File: config.mk
export PLATFORM = sky130hd
export DESIGN_NAME = external_data_memory_port
export DESIGN_NICKNAME = d
export VERILOG_FILES = /design/src/xmem_pkg.sv /design/src/external_data_memory_port.sv /design/src/xmem_phase_timer.sv
export VERILOG_INCLUDE_DIRS = /design/src
export SDC_FILE = /design/constraint.sdc
export NUM_CORES = 1
export LEC_CHECK = 0
export ABC_AREA = 0
export ABC_CLOCK_PERIOD_IN_PS = 2390
export BUFFER_PORTS_ARGS = -buffer_cell sky130_fd_sc_hd__buf_4
export CAP_MARGIN = 20
export CELL_PAD_IN_SITES_DETAIL_PLACEMENT = 1
export CELL_PAD_IN_SITES_GLOBAL_PLACEMENT = 2
export CORE_UTILIZATION = 26
export CTS_CLUSTER_SIZE = 24
export DETAILED_ROUTE_END_ITERATION = 8
export PLACE_DENSITY_LB_ADDON = 0.1
export SLEW_MARGIN = 20
export SYNTH_ARGS = -nofsm -noshare
export SYNTH_HDL_FRONTEND = slang
export SYNTH_SLANG_ARGS = --single-unit
File: constraint.sdc
create_clock -name CLK -period 2.39 [get_ports CLK]
set_input_delay 0.5975 -clock CLK [delete_from_list [all_inputs] [get_ports CLK]]
set_output_delay 0.5975 -clock CLK [all_outputs]
set_load 0.01 [all_outputs]
File: src/xmem_params.svh
// constants for the external data memory port
`ifndef XMEM_PARAMS_SVH
`define XMEM_PARAMS_SVH

// special function register addresses
`define XMEM_PAGE_SELECT_ADDR 8'haa
`define XMEM_CONFIG_ADDR 8'hb2
`define XMEM_DP_HIGH_ADDR 8'h83
`define XMEM_DP_LOW_ADDR 8'h82

// reset values
`define XMEM_PAGE_SELECT_RESET 8'h00
`define XMEM_CONFIG_RESET 8'h03
`define XMEM_DP_RESET 8'h00

// config register field positions
`define XMEM_CFG_MODE_HI 3
`define XMEM_CFG_MODE_LO 2
`define XMEM_CFG_WIDTH_HI 1
`define XMEM_CFG_WIDTH_LO 0

// on-chip space ends at the 2 kB boundary
`define XMEM_ONCHIP_BOUNDARY 16'h0800
`define XMEM_ONCHIP_ADDR_BITS 11

// strobe pin positions on port 1
`define XMEM_LATCH_STROBE_BIT 5
`define XMEM_READ_STROBE_BIT 6
`define XMEM_WRITE_STROBE_BIT 7

// read/write strobe low time, in system clock cycles
`define XMEM_STROBE_CYCLES 3'd6

`endif

File: src/xmem_pkg.sv
// types for the external data memory port
package xmem_pkg;

    typedef enum logic [1:0] {
        MODE_INTERNAL = 2'h0,
        MODE_SPLIT_NO_BANK = 2'h1,
        MODE_SPLIT_BANK = 2'h2,
        MODE_EXTERNAL = 2'h3
    } memory_mode_t;

    typedef enum logic [5:0] {
        ST_IDLE = 6'h01,
        ST_ONCHIP = 6'h02,
        ST_LATCH_HIGH = 6'h04,
        ST_LATCH_LOW = 6'h08,
        ST_STROBE = 6'h10,
        ST_FINISH = 6'h20
    } access_state_t;

endpackage

File: src/external_data_memory_port.sv
// external data memory port: address forming, memory map, multiplexed pin cycle
`include "xmem_params.svh"
`timescale 1ns/100ps
`default_nettype none

module external_data_memory_port (
    input wire logic CLK,
    input wire logic RESETN,
    // special function register port
    input wire logic [7:0] SFR_ADDR,
    input wire logic SFR_WR,
    input wire logic SFR_RD,
    input wire logic [7:0] SFR_WDATA,
    output logic [7:0] SFR_RDATA,
    // external move instruction from the core
    input wire logic XMOVE_REQ,
    input wire logic XMOVE_WRITE,
    input wire logic XMOVE_FORM16,
    input wire logic XMOVE_INDEX_SEL,
    input wire logic [7:0] FIRST_INDEX,
    input wire logic [7:0] SECOND_INDEX,
    input wire logic [7:0] XMOVE_WDATA,
    output logic [7:0] XMOVE_RDATA,
    output logic XMOVE_DONE,
    output logic XMOVE_BUSY,
    // on-chip data memory
    output logic XRAM_EN,
    output logic XRAM_WE,
    output logic [10:0] XRAM_ADDR,
    output logic [7:0] XRAM_WDATA,
    input wire logic [7:0] XRAM_RDATA,
    // port latch / crossbar values that own the pins when idle
    input wire logic [7:0] PORT1_IDLE_OUT,
    input wire logic [7:0] PORT1_IDLE_OE_N,
    input wire logic [7:0] PORT2_IDLE_OUT,
    input wire logic [7:0] PORT2_IDLE_OE_N,
    input wire logic [7:0] PORT3_IDLE_OUT,
    input wire logic [7:0] PORT3_IDLE_OE_N,
    // shared address/data pins, read back from the pads
    input wire logic [7:0] PORT3_IN,
    // pin drive; output mode stays with the port configuration
    output logic [7:0] PORT1_OUT,
    output logic [7:0] PORT1_OE_N,
    output logic [7:0] PORT2_OUT,
    output logic [7:0] PORT2_OE_N,
    output logic [7:0] PORT3_OUT,
    output logic [7:0] PORT3_OE_N,
    output logic PORT_CLAIMED
);
    import xmem_pkg::*;

    access_state_t state_q, state_d;
    logic [7:0] page_q;
    logic [7:0] dp_high_q;
    logic [7:0] dp_low_q;
    memory_mode_t mode_q;
    logic [1:0] width_q;
    logic [7:0] sfr_rdata_q;
    logic [15:0] addr_q;
    logic write_q;
    logic offchip_q;
    logic [7:0] wdata_q;
    logic [7:0] rdata_q;
    logic done_q;
    logic [7:0] p3_meta_q;
    logic [7:0] p3_sync_q;
    logic [7:0] p1_out_q, p1_oe_n_q, p2_out_q, p2_oe_n_q, p3_out_q, p3_oe_n_q;

    // register decode
    wire hit_page = (SFR_ADDR == `XMEM_PAGE_SELECT_ADDR);
    wire hit_config = (SFR_ADDR == `XMEM_CONFIG_ADDR);
    wire hit_dp_high = (SFR_ADDR == `XMEM_DP_HIGH_ADDR);
    wire hit_dp_low = (SFR_ADDR == `XMEM_DP_LOW_ADDR);
    // upper config bits are unused or reserved and read as zero
    wire [7:0] config_view = {4'h0, mode_q, width_q};
    wire [7:0] sfr_rdata_d = hit_page ? page_q :
                             hit_config ? config_view :
                             hit_dp_high ? dp_high_q :
                             hit_dp_low ? dp_low_q : 8'h00;

    // address forming
    wire [7:0] index_sel = XMOVE_INDEX_SEL ? SECOND_INDEX : FIRST_INDEX;
    wire [15:0] data_pointer = {dp_high_q, dp_low_q};
    wire [15:0] paged_addr = {page_q, index_sel};
    wire [15:0] logical_addr = XMOVE_FORM16 ? data_pointer : paged_addr;
    wire below_boundary = (logical_addr < `XMEM_ONCHIP_BOUNDARY);

    // memory map: the split decision uses the page register, not the latch
    wire go_offchip = (mode_q == MODE_EXTERNAL) ||
                      ((mode_q != MODE_INTERNAL) && !below_boundary);
    // high byte replaced by the port2 latch only in split without bank
    wire use_latch_high = (mode_q == MODE_SPLIT_NO_BANK) && !XMOVE_FORM16;
    wire [15:0] offchip_addr = use_latch_high ? {PORT2_IDLE_OUT, index_sel} : logical_addr;
    wire [15:0] target_addr = go_offchip ? offchip_addr : logical_addr;

    // phase timing
    wire [2:0] latch_cycles = {1'b0, width_q} + 3'h1;
    logic timer_load;
    logic [2:0] timer_cycles;
    logic phase_last;

    xmem_phase_timer u_timer (
        .clk(CLK),
        .resetn(RESETN),
        .load(timer_load),
        .cycles(timer_cycles),
        .last(phase_last)
    );

    // sequencer for one access
    always_comb begin
        state_d = state_q;
        timer_load = 1'b0;
        timer_cycles = latch_cycles;
        unique case (state_q)
            ST_IDLE: begin
                if (XMOVE_REQ) begin
                    timer_load = go_offchip;
                    state_d = go_offchip ? ST_LATCH_HIGH : ST_ONCHIP;
                end
            end
            ST_ONCHIP: begin
                state_d = ST_FINISH;
            end
            ST_LATCH_HIGH: begin
                if (phase_last) begin
                    timer_load = 1'b1;
                    state_d = ST_LATCH_LOW;
                end
            end
            ST_LATCH_LOW: begin
                if (phase_last) begin
                    timer_load = 1'b1;
                    timer_cycles = `XMEM_STROBE_CYCLES;
                    state_d = ST_STROBE;
                end
            end
            ST_STROBE: begin
                if (phase_last) begin
                    state_d = ST_FINISH;
                end
            end
            ST_FINISH: begin
                state_d = ST_IDLE;
            end
        endcase
    end

    // pin claim: only from the first latch phase to the finish cycle
    wire claim = offchip_q && (state_q != ST_IDLE) && (state_q != ST_ONCHIP);
    wire addr_phase = (state_q == ST_LATCH_HIGH) || (state_q == ST_LATCH_LOW);
    wire strobe_phase = (state_q == ST_STROBE);
    wire drive_ad = addr_phase || (write_q && (strobe_phase || state_q == ST_FINISH));

    // next pin values; idle owners take back the pins when not claimed
    wire [7:0] p1_strobes = {!(strobe_phase && write_q), !(strobe_phase && !write_q),
                             (state_q == ST_LATCH_HIGH), 5'h00};
    wire [7:0] p1_claim_mask = 8'he0;
    wire [7:0] p1_out_d = claim ? ((PORT1_IDLE_OUT & ~p1_claim_mask) | p1_strobes)
                                : PORT1_IDLE_OUT;
    wire [7:0] p1_oe_n_d = claim ? (PORT1_IDLE_OE_N & ~p1_claim_mask) : PORT1_IDLE_OE_N;
    wire [7:0] p2_out_d = claim ? addr_q[15:8] : PORT2_IDLE_OUT;
    wire [7:0] p2_oe_n_d = claim ? 8'h00 : PORT2_IDLE_OE_N;
    // low address while latching, data while writing, released for reads
    wire [7:0] p3_out_d = !claim ? PORT3_IDLE_OUT :
                          addr_phase ? addr_q[7:0] : wdata_q;
    wire [7:0] p3_oe_n_d = !claim ? PORT3_IDLE_OE_N :
                           drive_ad ? 8'h00 : 8'hff;

    // read data: on-chip in the finish cycle, off-chip at strobe end
    wire capture_onchip = (state_q == ST_FINISH) && !offchip_q && !write_q;
    wire capture_offchip = strobe_phase && phase_last && !write_q;

    // state and access registers
    always_ff @(posedge CLK) begin
        if (!RESETN) begin
            state_q <= ST_IDLE;
            addr_q <= 16'h0000;
            write_q <= 1'b0;
            offchip_q <= 1'b0;
            wdata_q <= 8'h00;
        end else begin
            state_q <= state_d;
            if (state_q == ST_IDLE && XMOVE_REQ) begin
                addr_q <= target_addr;
                write_q <= XMOVE_WRITE;
                offchip_q <= go_offchip;
                wdata_q <= XMOVE_WDATA;
            end
        end
    end

    // software registers; writes land even mid-access, the access keeps its address copy but the low latch phase takes width_q live
    always_ff @(posedge CLK) begin
        if (!RESETN) begin
            page_q <= `XMEM_PAGE_SELECT_RESET;
            dp_high_q <= `XMEM_DP_RESET;
            dp_low_q <= `XMEM_DP_RESET;
            mode_q <= memory_mode_t'(2'(`XMEM_CONFIG_RESET >> `XMEM_CFG_MODE_LO));
            width_q <= 2'(`XMEM_CONFIG_RESET);
            sfr_rdata_q <= 8'h00;
        end else begin
            if (SFR_WR && hit_page) page_q <= SFR_WDATA;
            if (SFR_WR && hit_dp_high) dp_high_q <= SFR_WDATA;
            if (SFR_WR && hit_dp_low) dp_low_q <= SFR_WDATA;
            if (SFR_WR && hit_config) begin
                mode_q <= memory_mode_t'(SFR_WDATA[`XMEM_CFG_MODE_HI:`XMEM_CFG_MODE_LO]);
                width_q <= SFR_WDATA[`XMEM_CFG_WIDTH_HI:`XMEM_CFG_WIDTH_LO];
            end
            if (SFR_RD) sfr_rdata_q <= sfr_rdata_d;
        end
    end

    // pad input synchroniser; the data bus is asynchronous to us
    always_ff @(posedge CLK) begin
        if (!RESETN) begin
            p3_meta_q <= 8'h00;
            p3_sync_q <= 8'h00;
        end else begin
            p3_meta_q <= PORT3_IN;
            p3_sync_q <= p3_meta_q;
        end
    end

    // read data and completion
    always_ff @(posedge CLK) begin
        if (!RESETN) begin
            rdata_q <= 8'h00;
            done_q <= 1'b0;
        end else begin
            if (capture_onchip) rdata_q <= XRAM_RDATA;
            if (capture_offchip) rdata_q <= p3_sync_q;
            done_q <= (state_q == ST_FINISH);
        end
    end

    // registered pin drive; mode bits never pass through here
    always_ff @(posedge CLK) begin
        if (!RESETN) begin
            p1_out_q <= 8'hff;
            p1_oe_n_q <= 8'hff;
            p2_out_q <= 8'hff;
            p2_oe_n_q <= 8'hff;
            p3_out_q <= 8'hff;
            p3_oe_n_q <= 8'hff;
        end else begin
            p1_out_q <= p1_out_d;
            p1_oe_n_q <= p1_oe_n_d;
            p2_out_q <= p2_out_d;
            p2_oe_n_q <= p2_oe_n_d;
            p3_out_q <= p3_out_d;
            p3_oe_n_q <= p3_oe_n_d;
        end
    end

    // on-chip memory: addresses alias into the 2 kB space
    assign XRAM_EN = (state_q == ST_ONCHIP);
    assign XRAM_WE = (state_q == ST_ONCHIP) && write_q;
    assign XRAM_ADDR = addr_q[`XMEM_ONCHIP_ADDR_BITS-1:0];
    assign XRAM_WDATA = wdata_q;

    // outputs
    assign SFR_RDATA = sfr_rdata_q;
    assign XMOVE_RDATA = rdata_q;
    assign XMOVE_DONE = done_q;
    assign XMOVE_BUSY = (state_q != ST_IDLE) || done_q;
    assign PORT1_OUT = p1_out_q;
    assign PORT1_OE_N = p1_oe_n_q;
    assign PORT2_OUT = p2_out_q;
    assign PORT2_OE_N = p2_oe_n_q;
    assign PORT3_OUT = p3_out_q;
    assign PORT3_OE_N = p3_oe_n_q;
    assign PORT_CLAIMED = claim;
endmodule // external_data_memory_port

`default_nettype wire

File: src/xmem_phase_timer.sv
// down counter that times each phase of an off-chip cycle
`timescale 1ns/100ps
`default_nettype none

module xmem_phase_timer (
    input wire logic clk,
    input wire logic resetn,
    input wire logic load,
    input wire logic [2:0] cycles,
    output logic last
);
    logic [2:0] count_q;
    logic [2:0] count_d;

    // load cycles-1 so that a phase lasts exactly 'cycles' clocks
    assign count_d = load ? (cycles - 3'h1) : ((count_q == 3'h0) ? 3'h0 : count_q - 3'h1);
    // last must not look at load: the sequencer derives load from last
    assign last = (count_q == 3'h0);

    // counter
    always_ff @(posedge clk) begin
        if (!resetn) begin
            count_q <= 3'h0;
        end else begin
            count_q <= count_d;
        end
    end
endmodule // xmem_phase_timer

`default_nettype wire

### After elaboration in Yosys (flattened, before gate mapping)

Cells that the tools add are included.

| storage, ports and cells | value |
|---|---|
| register bits after elaboration | 144 |
| output and inout port bits | 88 |
| input port bits | 112 |

| cells by class | value |
|---|---|
| reductions and logical operators | 33 |
| multiplexer cells | 31 |
| $add $sub $neg | 3 |
| equal/unequal tests | 18 |
| order comparisons | 1 |
| bitwise operators | 1 |

Operators by type and width:

| kind | number |
|---|---|
| 2-to-1 mux 8 bit | 15 |
| 2-to-1 mux 16 bit | 3 |
| one-hot mux 6 bit (6 select lines) | 1 |
| equality test 8 bit, second input constant | 4 |
| 2-to-1 mux 6 bit | 4 |
| logical AND 1 bit | 17 |
| less-than comparator 16 x 12 -> 1 bit, second input constant | 1 |
| 2-to-1 mux 3 bit | 5 |
| != test 2 bit, second input constant | 4 |
| bitwise OR 5 x 8 -> 8 bit | 1 |
| equality test 6 x 1 -> 1 bit, second input constant | 1 |
| equality test 6 x 2 -> 1 bit, second input constant | 1 |
| equality test 6 x 3 -> 1 bit, second input constant | 1 |
| equality test 6 x 4 -> 1 bit, second input constant | 1 |
| equality test 6 x 5 -> 1 bit, second input constant | 1 |
| equality test 6 bit, second input constant | 1 |
| zero test 1 bit | 6 |
| != test 6 x 1 -> 1 bit, second input constant | 1 |
| != test 6 x 2 -> 1 bit, second input constant | 1 |
| subtractor 3 x 1 -> 3 bit, second input constant | 2 |
| logical OR 1 bit | 5 |
| AND reduction 4 bit | 1 |
| nonzero test 2 bit | 2 |
| adder 2 x 1 -> 3 bit, second input constant | 1 |
| other kinds (6) | 7 |

### Depth between registers and ports, before layout

| logic depth | value |
|---|---|
| word-level depth | 9 |
| mapped depth | 8 |
| mapped depth without buffers | 8 |

### Hierarchy

A second synthesis with hierarchy kept.

| second synthesis, totals | value |
|---|---|
| cells, all modules | 653 |
| area, all modules | 5,901.9 um2 |

By module, submodules not included:

| module | cells each | times used | area each (um2) | sequential area each (um2) |
|---|---|---|---|---|
| external_data_memory_port | 632 | 1 | 5,716.7 | 2,822.7 |
| xmem_phase_timer | 21 | 1 | 185.2 | 60.1 |

### Worst setup path before layout

OpenSTA, ideal clock, no wires.

| path | value |
|---|---|
| kind | register to output |
| from | reg state_q[1] |
| to | out PORT_CLAIMED |
| stages on the path, launching flop included | 7 |
| required time | 1.793 ns |
| arrival time | 1.754 ns |
| slack | 0.038 ns |
| buffers on the path | 2 |
| cells stage by stage | dfxtp_1 > or4_4 > or3b_1 > buf_2 > nand3_1 > inv_1 > clkbuf_1 |

| between the ends | value |
|---|---|
| longest elaborated chain between the ends | 3 |
| elaborated cells between the ends (all ways) | 4 |

RTL lines:

| item | RTL line | text |
|---|---|---|
| start: declaration | external_data_memory_port.sv:52 | `access_state_t state_q, state_d;` |
| start signal: assignment | external_data_memory_port.sv:183 | `state_q <= state_d;` |
| != test 6 x 1 -> 1 bit | external_data_memory_port.sv:150 | `wire claim = offchip_q && (state_q != ST_IDLE) && (state_q != ST_ONCHIP);` |
| logical AND 1 bit | external_data_memory_port.sv:150 |  |
| logical AND 1 bit (*) | external_data_memory_port.sv:150 |  |
| end: declaration | external_data_memory_port.sv:48 | `output logic PORT_CLAIMED` |

Mark *: on every way between the ends. The rest lies on a longest branch, timed or not.

### Worst setup path in the final report

| path | value |
|---|---|
| from | reg state_q[4] |
| to | out XMOVE_BUSY |

| between the ends | value |
|---|---|
| longest elaborated chain between the ends | 2 |

RTL lines:

| item | RTL line | text |
|---|---|---|
| != test 6 x 1 -> 1 bit | external_data_memory_port.sv:266 | `assign XMOVE_BUSY = (state_q != ST_IDLE) \|\| done_q;` |
| logical OR 1 bit | external_data_memory_port.sv:266 |  |
| end: declaration | external_data_memory_port.sv:25 | `output logic XMOVE_BUSY,` |

No other way between the ends.

==> results.txt <==
The post-layout instance count excluding filler cells came out at 1164. STA puts the critical path data required time at 1790 ps. After synthesis, the share of flip-flops with an asynchronous set or reset is 0%.

In this run the clock root is driven by a clkbuf_16. The number of clock sinks is 144. The weighted congestion reported at the end of routability-driven placement came out at 0.804.

Synthesis inferred 144 register bits. Row generation in the floorplan step produced 55 rows. The cell leakage power came out at 3.69 nW. In this run, the number of DRC markers left after iteration 0 of detailed routing was 189. Dividing the detail-routed wire length by the instance count gives 16.4 um. The critical path is of the flip-flop to primary output type. VDD sags by at most 0.381 mV. The total of buffers placed on input and output ports is 199. The detailed placer's ending HPWL came out at 14200 um. Counting both buffers and inverters, the worst setup path holds a total of 1. The per-cell via count in the routed design came out at 4.65. The core outline area is 22600 um2. The largest individual stage delay along the critical path comes from the cell or4_4. Across all setup checks in the final design, the least slack found is -238 ps. The worst-case clock skew came out at 10.5 ps.

Traced cell by cell, the critical path runs through or4_4 > or3b_4 > or2_4 > buf_6. The number of antenna violations at the first check in global routing came to 0. For this run, the total global-route usage over all layers was measured as 16.5%. In this design, the largest share of critical-path delay is due to simple AND/OR/NAND/NOR gates. The sequential element share of the synthesized area is 48.4%. The total number of vias is 5408. The number of H-tree branching levels is 4.

The cell area power density came out at 668 nW/um2. The final count of negative-setup-slack endpoints is 2. For the worst-skew pair, the clock arrives at the later sink with an insertion delay of 420 ps. The number of buffers on the longest clock path came out at 2. The total wire length is 19100 um. The area of the mapped netlist is 5950 um2. The clock buffer count from CTS came out at 17. The worst path uses 110% of the clock period.

The count of hold-fix buffers inserted at cts is 0. Setup repair after global routing could not meet its margin everywhere. The total overflow left after global routing is 0. The max-slew violation total from the final report came out at 0. The TritonCTS clock tree is yes.

Across the run, the number of max-cap violations was 0. For this run, design rule violations remaining after detail routing come to 0. Measured along the y axis, the die boundary spans 153 um.

The number of warnings issued by yosys came out at 0. The maximum clock frequency came out at 381 MHz. The worst path arrival time is 2030 ps. The count of nets left with antenna violations after detail routing is 0. The placed cell count is 1130. In the final layout, the share of cells above drive strength 1 is 33.3%. The number of diodes added for antenna fixing is 0. The starting density of the core is 26.4%. The full die area came out at 23500 um2. The peak per-stage delay on the critical path is 530 ps.

STA classifies the critical path endpoint as a primary output. The worst hold path belongs to the class input port to flip-flop. The slew at the pin closest to its max-slew limit is 684 ps. The final reports fail on negative setup slack.

The net count after synthesis is 786. The maximum number of pins on one net before global-route repair is 51. Counting flops with a built-in enable in the synthesized netlist gives 0. The global-route wire length before repair is 30500 um. The number of primary I/O pins is 200. Measured on the finished design, the core utilization comes to 37.0%. The final-report hold violation count came to 0. Synthesis handed over a netlist of 670 instances. The number of distinct library cell variants in the gate-level netlist after synthesis came out at 52.

The number of global-route vias before repair came out at 5818. For this run, the leading register cell type out of synthesis is dfxtp_1. The width of the chip is 153 um.

The net count of the finished layout is 985. The number of iterations in the first detailed-routing pass came out at 4. The area growth from synthesis to layout is 40.4%.

The final critical path time including I/O delays and setup came out at 2630 ps. The nature of the critical path startpoint is a flip-flop. The post-CTS clock slew at the launch and capture registers of the worst setup and hold paths came out at 60 ps. The maximum fanout encountered on the critical timing path came out at 3. The run finished, with violations left. Measured against its own limit, the worst slew margin works out to 54.1%. The average instance area after synthesis is 8.89 um2.
[cells in the final DEF (no fill, tap or decap), drive strengths merged, types with 4 or more instances in the layout]
master | netlist | routed
o211ai | 16 | 16
buf | 30 | 234
nor3 | 9 | 9
nand2 | 121 | 121
o22a | 4 | 4
nor2 | 45 | 45
mux2 | 8 | 8
and2 | 17 | 17
dfxtp | 144 | 144
a22oi | 4 | 4
ha | 4 | 4
nand3 | 39 | 39
a21oi | 50 | 50
clkinv | 0 | 7
nand4 | 11 | 11
a21o | 9 | 9
or2 | 4 | 4
inv | 8 | 8
nand2b | 19 | 19
mux2i | 45 | 45
clkbuf | 24 | 19
o21ai | 20 | 20
a211oi | 4 | 4
[worst register-to-register path, cell delays in order (launching register included)]
cell and delay, ps:
dfxtp_2 320, or4_4 530, or3b_4 410, buf_4 140, buf_4 140, nor2_4 110, buf_12 160, a22oi_1 150
mux2i_1 180
[cell families (layout without fill, tap and decap cells)]
family / after synthesis / in the layout / synth area share (%)
multiplexers: 53 / 53 / 9.08
AND/OR/NAND/NOR: 285 / 285 / 23.3
AO/OA/AOI/OAI: 118 / 118 / 12.3
flip-flops: 144 / 144 / 48.4
XOR/XNOR: 3 / 3 / 0.441
adder cells (fa/ha/maj): 5 / 5 / 1.01
buffers and inverters: 62 / 271 / 5.40
[path summary, 6_finish.rpt]
| kind | slack, ps | cells past startpoint | end | from |
|---|---|---|---|---|
| max | -240 | 4 | XMOVE_BUSY | state_q[4] |
| min | 360 | 2 | PORT1_OE_N[1] | PORT1_IDLE_OE_N[1] |
| max reg2reg | 100 | 8 | u_timer.count_q[1] | state_q[4] |
| min reg2reg | 440 | 1 | p3_sync_q[5] | p3_meta_q[5] |
[routing by layer]
layer / GRT usage [%] / up-vias / wire length [um]
li1: - / 2700 / -
met1: 20.5 / 2567 / 8720
met2: 28.5 / 128 / 9350
met3: 4.03 / 13 / 794
met4: 3.90 / 0 / 193
met5: 0 / - / 0
[through the flow]
step                      instance area (um2)  TNS, ps  hold slack (ps)  worst slack (ps)  power [mW]
after global routing                     8360     -721              347              -306        5.84
after global placement                   7760        0              416              79.7        3.14
after detailed placement                 7760        0              421              63.7        3.16
after floorplan                          5950        0              412              38.4        2.82
final                                    8360     -400              360              -238        5.58
after CTS                                8350     -429              342              -248        5.69
[cells in the mapped netlist, types with 2 or more instances]
library cell	count	area share, %
ha_1	4	0.84
nand3_2	8	1.3
buf_1	6	0.38
dfxtp_1	144	48
o21ai_0	20	1.7
buf_6	3	0.57
o22a_1	4	0.59
nand3_1	31	2.6
nor4b_1	2	0.29
o221ai_1	3	0.44
a21oi_1	50	4.2
buf_4	16	2.0
nand2_1	121	7.6
clkbuf_1	24	1.5
o211ai_1	14	1.8
nand3b_1	2	0.25
a22oi_1	4	0.50
a21o_1	9	1.1
nor3_1	9	0.76
nand4_1	11	1.2
and4b_1	2	0.34
a211oi_1	4	0.50
o211ai_2	2	0.42
nand2b_1	19	2.0
and2_1	17	1.8
buf_2	5	0.42
mux2i_1	45	7.6
nor4_1	3	0.32
o22ai_1	2	0.21
xor2_1	3	0.44
inv_1	8	0.50
and3_1	3	0.32
nor2_1	44	2.8
or2_2	3	0.32
mux2_2	8	1.5
[power breakdown]
part           switching, mW  internal (mW)  leakage [nW]  total (mW)
registers             0.0339           2.48          1.18        2.52
clock network           1.02           1.46         0.266        2.48
logic                  0.280          0.308          2.24       0.588
total                   1.33           4.25          3.69        5.58
[layout make-up]
| cell class | count | area [um2] |
|---|---|---|
| clock inverters | 10 | 91.3 |
| repair buffers | 234 | 1780 |
| multi-input cells | 464 | 2770 |
| flip-flops and latches | 144 | 2890 |
| fillers | 2632 | 14200 |
| well taps | 285 | 357 |
| inverters | 8 | 30.0 |
| clock buffers | 19 | 453 |
[repair_timing]
action	in CTS	in global routing
setup endpoints to repair	3	4
gates cloned	0	0
hold endpoints to repair	0	0
pin swaps	3	0
setup buffers	5	0
resized for setup	7	0
[registers in the layout, summed over array words and instances (netlist names)]
signal / count
offchip_q: 1
mode_q: 2
PORT2_OUT: 8
p3_meta_q: 8
PORT1_OUT: 8
PORT3_OE_N: 8
write_q: 1
dp_high_q: 8
SFR_RDATA: 8
page_q: 8
XMOVE_DONE: 1
u_timer.count_q: 3
dp_low_q: 8
p3_sync_q: 8
XMOVE_RDATA: 8
addr_q: 16
PORT2_OE_N: 8
state_q: 6
XRAM_WDATA: 8
width_q: 2
PORT1_OE_N: 8
PORT3_OUT: 8
Power figures use the tool's default switching activity.
